## src/adcc_pkg.sv

```systemverilog
package adcc_pkg;
  // register byte offsets (one aligned word each)
  localparam logic [7:0] ADDR_CTRL = 8'h00;
  localparam logic [7:0] ADDR_SEL = 8'h04;
  localparam logic [7:0] ADDR_SAMP = 8'h08;
  localparam logic [7:0] ADDR_WINCTL = 8'h0c;
  localparam logic [7:0] ADDR_WINLO = 8'h10;
  localparam logic [7:0] ADDR_WINHI = 8'h14;
  localparam logic [7:0] ADDR_RESULT = 8'h18;
  localparam logic [7:0] ADDR_STATUS = 8'h1c;
  localparam logic [7:0] ADDR_IRQEN = 8'h20;
  localparam logic [7:0] ADDR_IRQCLR = 8'h24;
  // field positions
  localparam int CTRL_TRIG_BIT = 0;
  localparam int CTRL_CAP_BIT = 1;
  localparam int SEL_MUX_LSB = 0;
  localparam int SEL_REF_LSB = 8;
  localparam int SAMP_DLY_LSB = 0;
  localparam int SAMP_LEN_LSB = 8;
  localparam int ST_RDY_BIT = 0;
  localparam int ST_WIN_BIT = 1;
  localparam int ST_BUSY_BIT = 8;
  // widths
  localparam int RES_W = 10;
  localparam int MUX_W = 5;
  localparam int REF_W = 3;
  localparam int DLY_W = 4;
  localparam int LEN_W = 5;
  localparam int CONV_CYCLES_W = 4;
  // timing: fixed sampling overhead and conversion length in converter cycles
  localparam logic [7:0] SAMP_BASE = 8'h02;
  localparam logic [CONV_CYCLES_W-1:0] CONV_CYCLES = 4'ha;
  // reset values
  localparam logic [31:0] RESET_WORD = 32'h0000_0000;
  localparam logic [1:0] WIN_MODE_RESET = 2'h0;
  // window condition encoding
  typedef enum logic [2:0] {
    ADCC_WIN_NONE = 3'h0,
    ADCC_WIN_BELOW = 3'h1,
    ADCC_WIN_ABOVE = 3'h2,
    ADCC_WIN_INSIDE = 3'h3,
    ADCC_WIN_OUTSIDE = 3'h4
  } adcc_win_t;
endpackage

```

## src/adcc_window.sv

```systemverilog
`timescale 1ns/1ps
`default_nettype none
module adcc_window (
  // operands
  input wire logic [adcc_pkg::RES_W-1:0] result,
  input wire logic [adcc_pkg::RES_W-1:0] lower,
  input wire logic [adcc_pkg::RES_W-1:0] upper,
  input wire logic [2:0] mode,
  // verdict
  output logic hit
);
  // combinational condition select (below uses lower, above uses upper)
  always_comb begin
    unique case (mode)
      adcc_pkg::ADCC_WIN_BELOW: hit = result < lower;
      adcc_pkg::ADCC_WIN_ABOVE: hit = result > upper;
      adcc_pkg::ADCC_WIN_INSIDE: hit = (result > lower) && (result < upper);
      adcc_pkg::ADCC_WIN_OUTSIDE: hit = (result < lower) || (result > upper);
      default: hit = 1'b0;
    endcase
  end
endmodule
`default_nettype wire

```

## src/adcc_seq.sv

```systemverilog
`timescale 1ns/1ps
`default_nettype none
module adcc_seq (
  // clocking
  input wire logic clk,
  input wire logic rst,
  input wire logic ce,
  // control
  input wire logic start,
  input wire logic [7:0] samp_cycles,
  // status
  output logic busy,
  output logic sampling,
  output logic last,
  output logic done
);
  typedef enum logic [1:0] {ADCC_IDLE, ADCC_SAMPLE, ADCC_CONVERT} adcc_state_t;
  adcc_state_t state_reg;
  logic [7:0] cnt_reg;

  // sampling then conversion countdown
  always_ff @(posedge clk) begin
    if (rst) begin
      state_reg <= ADCC_IDLE;
      cnt_reg <= 8'h00;
    end else if (ce) begin
      unique case (state_reg)
        ADCC_IDLE: if (start) begin
          state_reg <= ADCC_SAMPLE;
          cnt_reg <= samp_cycles - 8'h01;
        end
        ADCC_SAMPLE: if (cnt_reg == 8'h00) begin
          state_reg <= ADCC_CONVERT;
          cnt_reg <= {4'h0, adcc_pkg::CONV_CYCLES} - 8'h01;
        end else begin
          cnt_reg <= cnt_reg - 8'h01;
        end
        ADCC_CONVERT: if (cnt_reg == 8'h00) begin
          state_reg <= ADCC_IDLE;
        end else begin
          cnt_reg <= cnt_reg - 8'h01;
        end
      endcase
    end
  end

  assign busy = (state_reg != ADCC_IDLE);
  assign sampling = (state_reg == ADCC_SAMPLE);
  assign last = (state_reg == ADCC_CONVERT) && (cnt_reg == 8'h00);
  assign done = last && ce;
endmodule
`default_nettype wire

```

## src/adcc_top.sv

```systemverilog
// The Wishbone interface to the registers and the register addresses were left to the implementer.
`timescale 1ns/1ps
`default_nettype none
// Functional notes
// - result read or write-one clears ready flag
// - sampling lasts two plus delay plus length
// - selections copied from holding register when idle
// - selections frozen once conversion starts
// - copying resumes in last conversion cycle
// - conversion starts on next edge after trigger
// - four window conditions: below, above, inside, outside
// - thresholds and mode come from registers
// - window hit sets flag and requests interrupt
// - interrupt only when its enable bit set
module adcc_top (
  // clock, reset, enable
  input wire logic CLOCK,
  input wire logic RST,
  input wire logic CE,
  // wishbone slave
  input wire logic WB_CYC_I,
  input wire logic WB_STB_I,
  input wire logic WB_WE_I,
  input wire logic [7:0] WB_ADR_I,
  input wire logic [3:0] WB_SEL_I,
  input wire logic [31:0] WB_DAT_I,
  output logic [31:0] WB_DAT_O,
  output logic WB_ACK_O,
  // analog converter side
  input wire logic [adcc_pkg::RES_W-1:0] ADC_DATA,
  output logic [adcc_pkg::MUX_W-1:0] POSITIVE_INPUT_SELECT,
  output logic [adcc_pkg::REF_W-1:0] REFERENCE_SELECT,
  output logic SAMPLE_CAPACITANCE_SELECT,
  output logic SAMPLE_EN,
  // interrupt
  output logic IRQ
);
  logic [adcc_pkg::MUX_W-1:0] mux_hold_reg;
  logic [adcc_pkg::REF_W-1:0] ref_hold_reg;
  logic [adcc_pkg::MUX_W-1:0] mux_act_reg;
  logic [adcc_pkg::REF_W-1:0] ref_act_reg;
  logic cap_reg;
  logic [adcc_pkg::DLY_W-1:0] dly_reg;
  logic [adcc_pkg::LEN_W-1:0] len_reg;
  logic [2:0] wmode_reg;
  logic [adcc_pkg::RES_W-1:0] wlo_reg;
  logic [adcc_pkg::RES_W-1:0] whi_reg;
  logic [adcc_pkg::RES_W-1:0] res_reg;
  logic [1:0] flag_reg;
  logic [1:0] irqen_reg;
  logic trig_reg;
  logic ack_reg;
  logic [31:0] rdata_reg;
  logic samp_en_reg;
  logic irq_reg;
  logic busy;
  logic sampling;
  logic last;
  logic done;
  logic hit;
  logic wr;
  logic rd;
  logic [7:0] samp_cycles;
  logic [1:0] set_vec;
  logic [1:0] clr_vec;

  // a bus access is taken once, answered the next cycle
  assign wr = WB_CYC_I && WB_STB_I && WB_WE_I && !ack_reg && CE;
  assign rd = WB_CYC_I && WB_STB_I && !WB_WE_I && !ack_reg && CE;
  assign samp_cycles = adcc_pkg::SAMP_BASE + {4'h0, dly_reg} + {3'h0, len_reg};

  adcc_seq u_seq (
    .clk(CLOCK),
    .rst(RST),
    .ce(CE),
    .start(trig_reg),
    .samp_cycles(samp_cycles),
    .busy(busy),
    .sampling(sampling),
    .last(last),
    .done(done)
  );

  adcc_window u_win (
    .result(ADC_DATA),
    .lower(wlo_reg),
    .upper(whi_reg),
    .mode(wmode_reg),
    .hit(hit)
  );

  // bus acknowledge, one cycle after the request is seen
  always_ff @(posedge CLOCK) begin
    if (RST) begin
      ack_reg <= 1'b0;
    end else if (CE) begin
      ack_reg <= WB_CYC_I && WB_STB_I && !ack_reg;
    end
  end

  // trigger: a write of one starts conversion at the next edge
  always_ff @(posedge CLOCK) begin
    if (RST) begin
      trig_reg <= 1'b0;
    end else if (CE) begin
      trig_reg <= wr && WB_ADR_I == adcc_pkg::ADDR_CTRL && WB_SEL_I[0]
        && WB_DAT_I[adcc_pkg::CTRL_TRIG_BIT] && !busy;
    end
  end

  // configuration registers written by software
  always_ff @(posedge CLOCK) begin
    if (RST) begin
      cap_reg <= 1'b0;
      mux_hold_reg <= '0;
      ref_hold_reg <= '0;
      dly_reg <= '0;
      len_reg <= '0;
      wmode_reg <= {1'b0, adcc_pkg::WIN_MODE_RESET};
      wlo_reg <= '0;
      whi_reg <= '0;
      irqen_reg <= 2'h0;
    end else if (wr) begin
      unique case (WB_ADR_I)
        adcc_pkg::ADDR_CTRL: if (WB_SEL_I[0]) begin
          cap_reg <= WB_DAT_I[adcc_pkg::CTRL_CAP_BIT];
        end
        adcc_pkg::ADDR_SEL: begin
          if (WB_SEL_I[0]) begin
            mux_hold_reg <= WB_DAT_I[adcc_pkg::SEL_MUX_LSB +: adcc_pkg::MUX_W];
          end
          if (WB_SEL_I[1]) begin
            ref_hold_reg <= WB_DAT_I[adcc_pkg::SEL_REF_LSB +: adcc_pkg::REF_W];
          end
        end
        adcc_pkg::ADDR_SAMP: begin
          if (WB_SEL_I[0]) begin
            dly_reg <= WB_DAT_I[adcc_pkg::SAMP_DLY_LSB +: adcc_pkg::DLY_W];
          end
          if (WB_SEL_I[1]) begin
            len_reg <= WB_DAT_I[adcc_pkg::SAMP_LEN_LSB +: adcc_pkg::LEN_W];
          end
        end
        adcc_pkg::ADDR_WINCTL: if (WB_SEL_I[0]) begin
          wmode_reg <= WB_DAT_I[2:0];
        end
        adcc_pkg::ADDR_WINLO: if (WB_SEL_I[0] && WB_SEL_I[1]) begin
          wlo_reg <= WB_DAT_I[adcc_pkg::RES_W-1:0];
        end
        adcc_pkg::ADDR_WINHI: if (WB_SEL_I[0] && WB_SEL_I[1]) begin
          whi_reg <= WB_DAT_I[adcc_pkg::RES_W-1:0];
        end
        adcc_pkg::ADDR_IRQEN: if (WB_SEL_I[0]) begin
          irqen_reg <= WB_DAT_I[1:0];
        end
        default: begin
        end
      endcase
    end
  end

  // active selection follows the holding register except while locked
  always_ff @(posedge CLOCK) begin
    if (RST) begin
      mux_act_reg <= '0;
      ref_act_reg <= '0;
    end else if (CE && (!busy || last) && !trig_reg) begin
      mux_act_reg <= mux_hold_reg;
      ref_act_reg <= ref_hold_reg;
    end
  end

  // result capture at the end of conversion
  always_ff @(posedge CLOCK) begin
    if (RST) begin
      res_reg <= '0;
    end else if (done) begin
      res_reg <= ADC_DATA;
    end
  end

  // sticky flags: set wins over clear
  assign set_vec = {done && hit, done};
  assign clr_vec = ((wr && WB_ADR_I == adcc_pkg::ADDR_IRQCLR && WB_SEL_I[0])
    ? WB_DAT_I[1:0] : 2'h0)
    | {1'b0, rd && WB_ADR_I == adcc_pkg::ADDR_RESULT};
  always_ff @(posedge CLOCK) begin
    if (RST) begin
      flag_reg <= 2'h0;
    end else if (CE) begin
      flag_reg <= set_vec | (flag_reg & ~clr_vec);
    end
  end

  // interrupt level and pin outputs, all registered
  always_ff @(posedge CLOCK) begin
    if (RST) begin
      irq_reg <= 1'b0;
      samp_en_reg <= 1'b0;
    end else if (CE) begin
      irq_reg <= |((set_vec | (flag_reg & ~clr_vec)) & irqen_reg);
      samp_en_reg <= sampling;
    end
  end

  // read data mux; unmapped addresses read zero
  always_ff @(posedge CLOCK) begin
    if (RST) begin
      rdata_reg <= adcc_pkg::RESET_WORD;
    end else if (rd) begin
      unique case (WB_ADR_I)
        adcc_pkg::ADDR_CTRL: rdata_reg <= {30'h0, cap_reg, 1'b0};
        adcc_pkg::ADDR_SEL: rdata_reg <= {21'h0, ref_hold_reg, 3'h0, mux_hold_reg};
        adcc_pkg::ADDR_SAMP: rdata_reg <= {19'h0, len_reg, 4'h0, dly_reg};
        adcc_pkg::ADDR_WINCTL: rdata_reg <= {29'h0, wmode_reg};
        adcc_pkg::ADDR_WINLO: rdata_reg <= {22'h0, wlo_reg};
        adcc_pkg::ADDR_WINHI: rdata_reg <= {22'h0, whi_reg};
        adcc_pkg::ADDR_RESULT: rdata_reg <= {22'h0, res_reg};
        adcc_pkg::ADDR_STATUS: rdata_reg <= {23'h0, busy, 6'h0, flag_reg};
        adcc_pkg::ADDR_IRQEN: rdata_reg <= {30'h0, irqen_reg};
        default: rdata_reg <= 32'h0000_0000;
      endcase
    end
  end

  assign WB_ACK_O = ack_reg;
  assign WB_DAT_O = rdata_reg;
  assign POSITIVE_INPUT_SELECT = mux_act_reg;
  assign REFERENCE_SELECT = ref_act_reg;
  assign SAMPLE_CAPACITANCE_SELECT = cap_reg;
  assign SAMPLE_EN = samp_en_reg;
  assign IRQ = irq_reg;

  // cycles spent sampling, counted only on enabled edges for the length check
  logic [7:0] samp_cnt_reg;
  always_ff @(posedge CLOCK) begin
    if (RST) begin
      samp_cnt_reg <= 8'h00;
    end else if (CE) begin
      samp_cnt_reg <= sampling ? samp_cnt_reg + 8'h01 : 8'h00;
    end
  end
endmodule
`default_nettype wire

```

## config.mk

```make
export PLATFORM = sky130hd
export DESIGN_NAME = adcc_top
export DESIGN_NICKNAME = d
export VERILOG_FILES = /design/src/adcc_pkg.sv /design/src/adcc_window.sv /design/src/adcc_seq.sv /design/src/adcc_top.sv
export SDC_FILE = /design/constraint.sdc
export NUM_CORES = 1
export LEC_CHECK = 0
export ABC_CLOCK_PERIOD_IN_PS = 2500
export BUFFER_PORTS_ARGS = -buffer_cell sky130_fd_sc_hd__buf_2
export CAP_MARGIN = 30
export CORE_MARGIN = 2
export CORE_UTILIZATION = 55
export CTS_BUF_LIST = sky130_fd_sc_hd__clkbuf_16
export DETAILED_ROUTE_END_ITERATION = 10
export GPL_ROUTABILITY_DRIVEN = 0
export PLACE_DENSITY = 0.89
export SLEW_MARGIN = 20
export SYNTH_ARGS = -nofsm -noshare
export SYNTH_HDL_FRONTEND = slang
export SYNTH_SLANG_ARGS = --single-unit
```

## constraint.sdc

```tcl
create_clock -name CLOCK -period 2.5 [get_ports CLOCK]
set_input_delay 0.125 -clock CLOCK [delete_from_list [all_inputs] [get_ports CLOCK]]
set_output_delay 0.125 -clock CLOCK [all_outputs]
set_load 0.01 [all_outputs]
```

* After elaboration in Yosys (flattened, before gate mapping) *
Index checks and enable logic that the tools add are counted.

word-level totals
  bits in registers = 109
  bits in latches = 0
  memory bits (writable) = 0
  ROM bits = 0
  bits of input ports = 60
  output and inout bits = 44
  word-level logic and storage cells = 107
  memories kept = 0

cells by class
  $add $sub $neg = 4
  multipliers = 0
  divide/modulo/power cells = 0
  $lt $le $gt $ge = 4
  equal/unequal tests = 19
  shift operators = 0
  muxes and demuxes = 11
  bitwise logic cells = 5
  reduce and logical (&&, ||, !) cells = 44

operators by type and width
  operator                                                             number
  13-bit case mux with 9 select lines                                  1
  8-bit by 5-bit == test with 1-bit output (second input constant)     4
  3-bit AND reduction                                                  10
  8-bit two-way mux                                                    3
  8-bit case mux with 3 select lines                                   1
  1-bit logical AND                                                    22
  10-bit > comparator                                                  2
  10-bit less-than comparator                                          2
  8-bit by 4-bit == test with 1-bit output (second input constant)     2
  8-bit by 6-bit == test with 1-bit output (second input constant)     2
  8-bit zero test                                                      2
  8-bit by 3-bit == test with 1-bit output (second input constant)     1
  2-bit two-way mux                                                    4
  8-bit by 1-bit subtractor with 8-bit output (second input constant)  1
  6-bit by 1-bit subtractor with 7-bit output (second input constant)  1
  5-bit by 5-bit adder with 6-bit output                               1
  3-bit by 2-bit == test with 1-bit output (second input constant)     2
  2-bit != test (second input constant)                                3
  2-bit case mux with 3 select lines                                   1
  2-bit by 4-bit adder with 5-bit output (first input constant)        1
  2-bit bitwise AND                                                    2
  1-bit zero test                                                      4
  1-bit case mux with 4 select lines                                   1
  4-bit AND reduction                                                  1
  other kinds (12)                                                     13

* Logic depth before layout (Yosys ltp) *
  word-level depth = 13
  mapped depth = 10
  depth with buffers taken out = 10

* Hierarchy *
A second synthesis with hierarchy kept.

second synthesis, totals
  cells, all modules = 645
  area, all modules = 5639.2 µm²

by module, submodules not included
  module       times used  cells an instance  area an instance (µm²)  seq. area each (µm²)
  adcc_top     1           451                4100.2                  1601.5
  adcc_seq     1           115                950.9                   200.2
  adcc_window  1           79                 588.1                   0.0

* Least setup slack after synthesis *
Ideal clock, no wire load.

  path kind = register to register
  start point = register u_seq.cnt_reg[0]
  end point = register irq_reg (netlist: IRQ)
  library setup time = 79 ps
  arrival = 2147 ps
  required time = 2421 ps
  path slack = 274 ps
  stages on the path, launching flop included = 8
  buffers on the path = 0
  clock period less this slack = 2226 ps
  cell sequence = dfxtp_1 inv_1 ha_1 nor3b_1 nand4_2 or4_1 or4_1 o211ai_1

on the way
  word-level cells in the longest chain between the ends = 7

ends and longest elaborated chain
  what                    line             RTL
  start, declared         adcc_seq.sv:19   logic [7:0] cnt_reg;
  start signal, assigned  adcc_seq.sv:30   cnt_reg <= samp_cycles - 8'h01;
  start signal, assigned  adcc_seq.sv:34   cnt_reg <= {4'h0, adcc_pkg::CONV_CYCLES} - 8'h01;
  start signal, assigned  adcc_seq.sv:36   cnt_reg <= cnt_reg - 8'h01;
  8-bit zero test (*)     adcc_seq.sv:49   assign last = (state_reg == ADCC_CONVERT) && (cnt_reg == 8'h00);
  1-bit logical AND (*)   adcc_seq.sv:49
  1-bit logical AND (*)   adcc_seq.sv:50   assign done = last && ce;
  1-bit logical AND       adcc_top.sv:183  assign set_vec = {done && hit, done};
  2-bit OR (*)            adcc_top.sv:201  irq_reg <= |((set_vec | (flag_reg & ~clr_vec)) & irqen_reg);
  2-bit bitwise AND (*)   adcc_top.sv:201
  2-bit OR reduction (*)  adcc_top.sv:201
  end signal, assigned    adcc_top.sv:201
  end, declared           adcc_top.sv:55   logic irq_reg;

Every way passes the cells marked *; elsewhere a longest branch is shown, timed or not.
A chain may end at the register's enable or synchronous reset.

* Final worst setup path *
  start point = register whi_reg[4] (netlist bit)
  end point = register irq_reg (netlist: IRQ)

on the way
  word-level cells in the longest chain between the ends = 7
  elaborated cells between the ends (all ways) = 9
  those cells by class = 2 x order compare; 1 x mux; 2 x bitwise; 4 x reduce/logical

ends and longest elaborated chain
  what                                                                line                                                     RTL
  start, declared                                                     adcc_top.sv:47                                           logic [adcc_pkg::RES_W-1:0] whi_reg;
  start signal, assigned                                              adcc_top.sv:151                                          whi_reg <= WB_DAT_I[adcc_pkg::RES_W-1:0];
  10-bit > comparator or 10-bit less-than comparator (tied branches)  adcc_window.sv:16, adcc_window.sv:18, adcc_window.sv:17
  1-bit logical OR or 1-bit logical AND (tied branches)               adcc_window.sv:18, adcc_window.sv:17
  1-bit case mux with 4 select lines (*)                              adcc_window.sv:14                                        unique case (mode)
  1-bit logical AND (*)                                               adcc_top.sv:183
  2-bit OR (*)                                                        adcc_top.sv:201
  2-bit bitwise AND (*)                                               adcc_top.sv:201
  2-bit OR reduction (*)                                              adcc_top.sv:201

Marked as above.

==> impl_metrics.tcl <==
set metrics [dict create \
    status "complete, no violations" \
    p_leak_nw 2.14 \
    antenna_left 0 \
    post-route-period-util_pct 98.4 \
    combPwrFrac_pct 6.7 \
    timing.rr.end "IRQ" \
    dr.pass1.iters 5 \
    synth_edf_count 0 \
    io_buffers 63 \
    drive_above_1_share_pct 15.7 \
    diodes 0 \
    synth_compound_area_share_pct 16.1 \
    seqPwrFrac_pct 50.2 \
    grtUsageTotal_pct 26.8 \
    synth_simple_gate_area_share_pct 19.4 \
    syn-mean-instance-area_um2 8.46 \
    skew_ns 0.00394 \
    synthAdderAreaFrac_pct 7.97 \
    io_pins 104 \
    vdd_drop_max_uv 381 \
    critPathMaxFanout 3 \
    drt_iter0_markers 339 \
    fillers 713 \
    synth_top_flop_cell "dfxtp_1" \
    p_per_area_nw_per_um2 525 \
    p_int_mw 2.18 \
    fin_area_um2 5480 \
    clk_latency_ns 0.34 \
    synth_cell_types 59 \
    r2r_cells 8 \
    ys_seq_area_share_pct 37.5 \
    holdBufCountCts 0 \
    grt_max_degree 69 \
    min_path_cells 3 \
    ys_ff_latch 90 \
    tightest_slew_ns 0.788 \
    cts_tree "built" \
    numCtsBuffers 9 \
    crit_type "flop to flop" \
    cts_setup_buffers 0 \
    regToRegSetupSlack_ns 0.04 \
    synth_mux_area_share_pct 10.4 \
    cp_data_required_time_ns 2.76 \
    yosys_warnings 0 \
    endpoint_kind "flop" \
    place_area_um2 5200 \
    p_total_mw 2.87 \
    tns_ns 0 \
    cp_data_arrival_time_ns 2.72 \
    max_freq_mhz 407 \
    synthXorXnorAreaFrac_pct 1.09 \
    power.share.clock_pct 43.1 \
    grt_pass1_vias 4330 \
    holdWs_ns 0.0277 \
    drt_drc_violations_left 0 \
    cts_buffer_depth 2 \
    htree_levels 3 \
    grt_pass1_wl_um 20700 \
    startpoint_type "flop" \
    seqCellArea_um2 1800 \
    antenna_found_initial 0 \
    synth_top_family_by_area "simple AND/OR/NAND/NOR gates" \
    synth_top_area_cell "dfxtp_1" \
    clk_pin_slew_worst_paths_ns 0.06 \
    grt-ovfl-total 0 \
    die_height_um 97.5 \
    vias 4521 \
    layout_min_cycle_time_ns 2.46 \
    cts_resized 1 \
    cts_root_buf "clkbuf_16" \
    rows 34 \
    largest_register_ffs 13 \
    slew_viol_final 0 \
    wirelength_um 12800 \
    wl_per_cell_um 17.2 \
    syn_inst 568 \
    area_growth_pct 14.0 \
    yosysMostFrequentCell "dfxtp_1" \
    hold_start "WB_DAT_I[11]" \
    cts_num_sinks 90 \
    die_width_um 97.5 \
    fp.coreArea_um2 8590 \
    netSwitchingPower_mw 0.697 \
    rsz0062_at_grt "false" \
    synth_area_um2 4810 \
    synth_top_cell_area_share_pct 37.5 \
    async_reset_ff_share_pct 0 \
    switching_share_pct 24.3 \
    yosys-top-cells-area "dfxtp_1 (37%), mux2i_1 (10%), ha_1 (7.6%)" \
    drv_cap 0 \
    start_util_pct 55.9 \
    timing.rr.start "whi_reg[4]" \
    via_per_inst 6.08 \
    whs_endpoint "len_reg[3]" \
    setup_viol 0 \
    finalNetCount 721 \
    dieArea_um2 9500 \
    slew_headroom_pct 47.0 \
    dp_hpwl_um 9130 \
    ys_top_cells_by_count "dfxtp_1 (90), nor2_1 (85), mux2i_1 (50), nand2_1 (50), a21oi_1 (44)" \
    hp-class "input pin to flop" \
    multi_input_area_um2 2720 \
    hold_viol 0 \
]
-- cells in the final DEF (no fill, tap or decap), types with 4 or more instances in the layout --
master     synthesis  final
and2_1             4      4
ha_1              29     29
buf_2              1     63
and3_1             5      5
nor2b_1            4      4
a221oi_1           4      4
clkbuf_16          0      9
nand2b_1           5      5
o21ai_0           16     15
a21oi_1           44     44
nor2_1            85     85
xnor2_1            4      4
mux2i_1           50     50
a22oi_1           10     10
inv_1             33     34
dfxtp_1           90     90
conb_1             1     19
nor4_1             5      5
a21o_1             6      6
nand2_1           50     50
a311oi_1           4      4
buf_4             20     12
a211oi_1           5      5
a222oi_1           7      7
nor3_1             8      8
nand3_1            9      9
-- critical path: stages, from the launching register on --
cell	delay (ns)
dfxtp_1	0.35
inv_1	0.06
ha_1	0.31
a21oi_1	0.18
a211oi_1	0.12
a2111oi_1	0.50
o21ai_1	0.19
or4_1	0.56
o211ai_1	0.11
-- power by group through the flow --
stage | combinational, mW | sequential, mW | clock (mW)
6_report | 0.192 | 1.44 | 1.24
5_1_grt | 0.210 | 1.44 | 1.31
4_1_cts | 0.188 | 1.44 | 1.24
3_5_place_dp | 0.185 | 1.47 | 0
3_3_place_gp | 0.177 | 1.47 | 0
2_1_floorplan | 0.121 | 1.48 | 0
-- per-stage QoR --
| step | std cells | utilization [%] | setup WS, ns |
|---|---|---|---|
| finish | 744 | 63.7 | 0.0406 |
| detailed placement | 728 | 60.5 | 0.115 |
| floorplan | 586 | - | 0.274 |
| global route | 744 | 63.7 | 0.0532 |
| CTS | 744 | 63.7 | 0.0624 |
| global placement | 728 | 60.5 | 0.207 |
-- cell families after synthesis --
group,Yosys count
mux,50
fa+ha+maj,30
xor+xnor,6
flops,90
buf+inv,75
other cells,1
simple gates,198
compound gates,118
-- final cells by class --
class                           instances  area share [%]
Multi-Input combinational cell        421            49.7
Sequential cell                        90            32.9
Timing Repair Buffer                   76            7.77
Clock buffer                            9            4.11
Tap cell                              108            2.47
Inverter                               33            2.26
Clock inverter                          7           0.822
-- routing by layer --
metal / wire [um] / global-route usage [%] / vias up
met3: 1030 / 3.53 / 51
met4: 402 / 12.7 / 0
met5: 0 / 0 / -
li1: - / - / 2108
met1: 4880 / 31.4 / 2117
met2: 6470 / 48.2 / 245
-- worst max-delay path by stage --
| stage | from | end | slack (ns) | cells after the start |
|---|---|---|---|---|
| after floorplan | u_seq.cnt_reg[0] | IRQ | 0.27 | 7 |
| after global placement | whi_reg[4] | IRQ | 0.21 | 8 |
| after detailed placement | whi_reg[4] | IRQ | 0.12 | 8 |
| after CTS | whi_reg[4] | IRQ | 0.06 | 8 |
| after global routing | whi_reg[7] | IRQ | 0.05 | 8 |
| final | whi_reg[4] | IRQ | 0.04 | 8 |
Power figures use the tool's default switching activity.
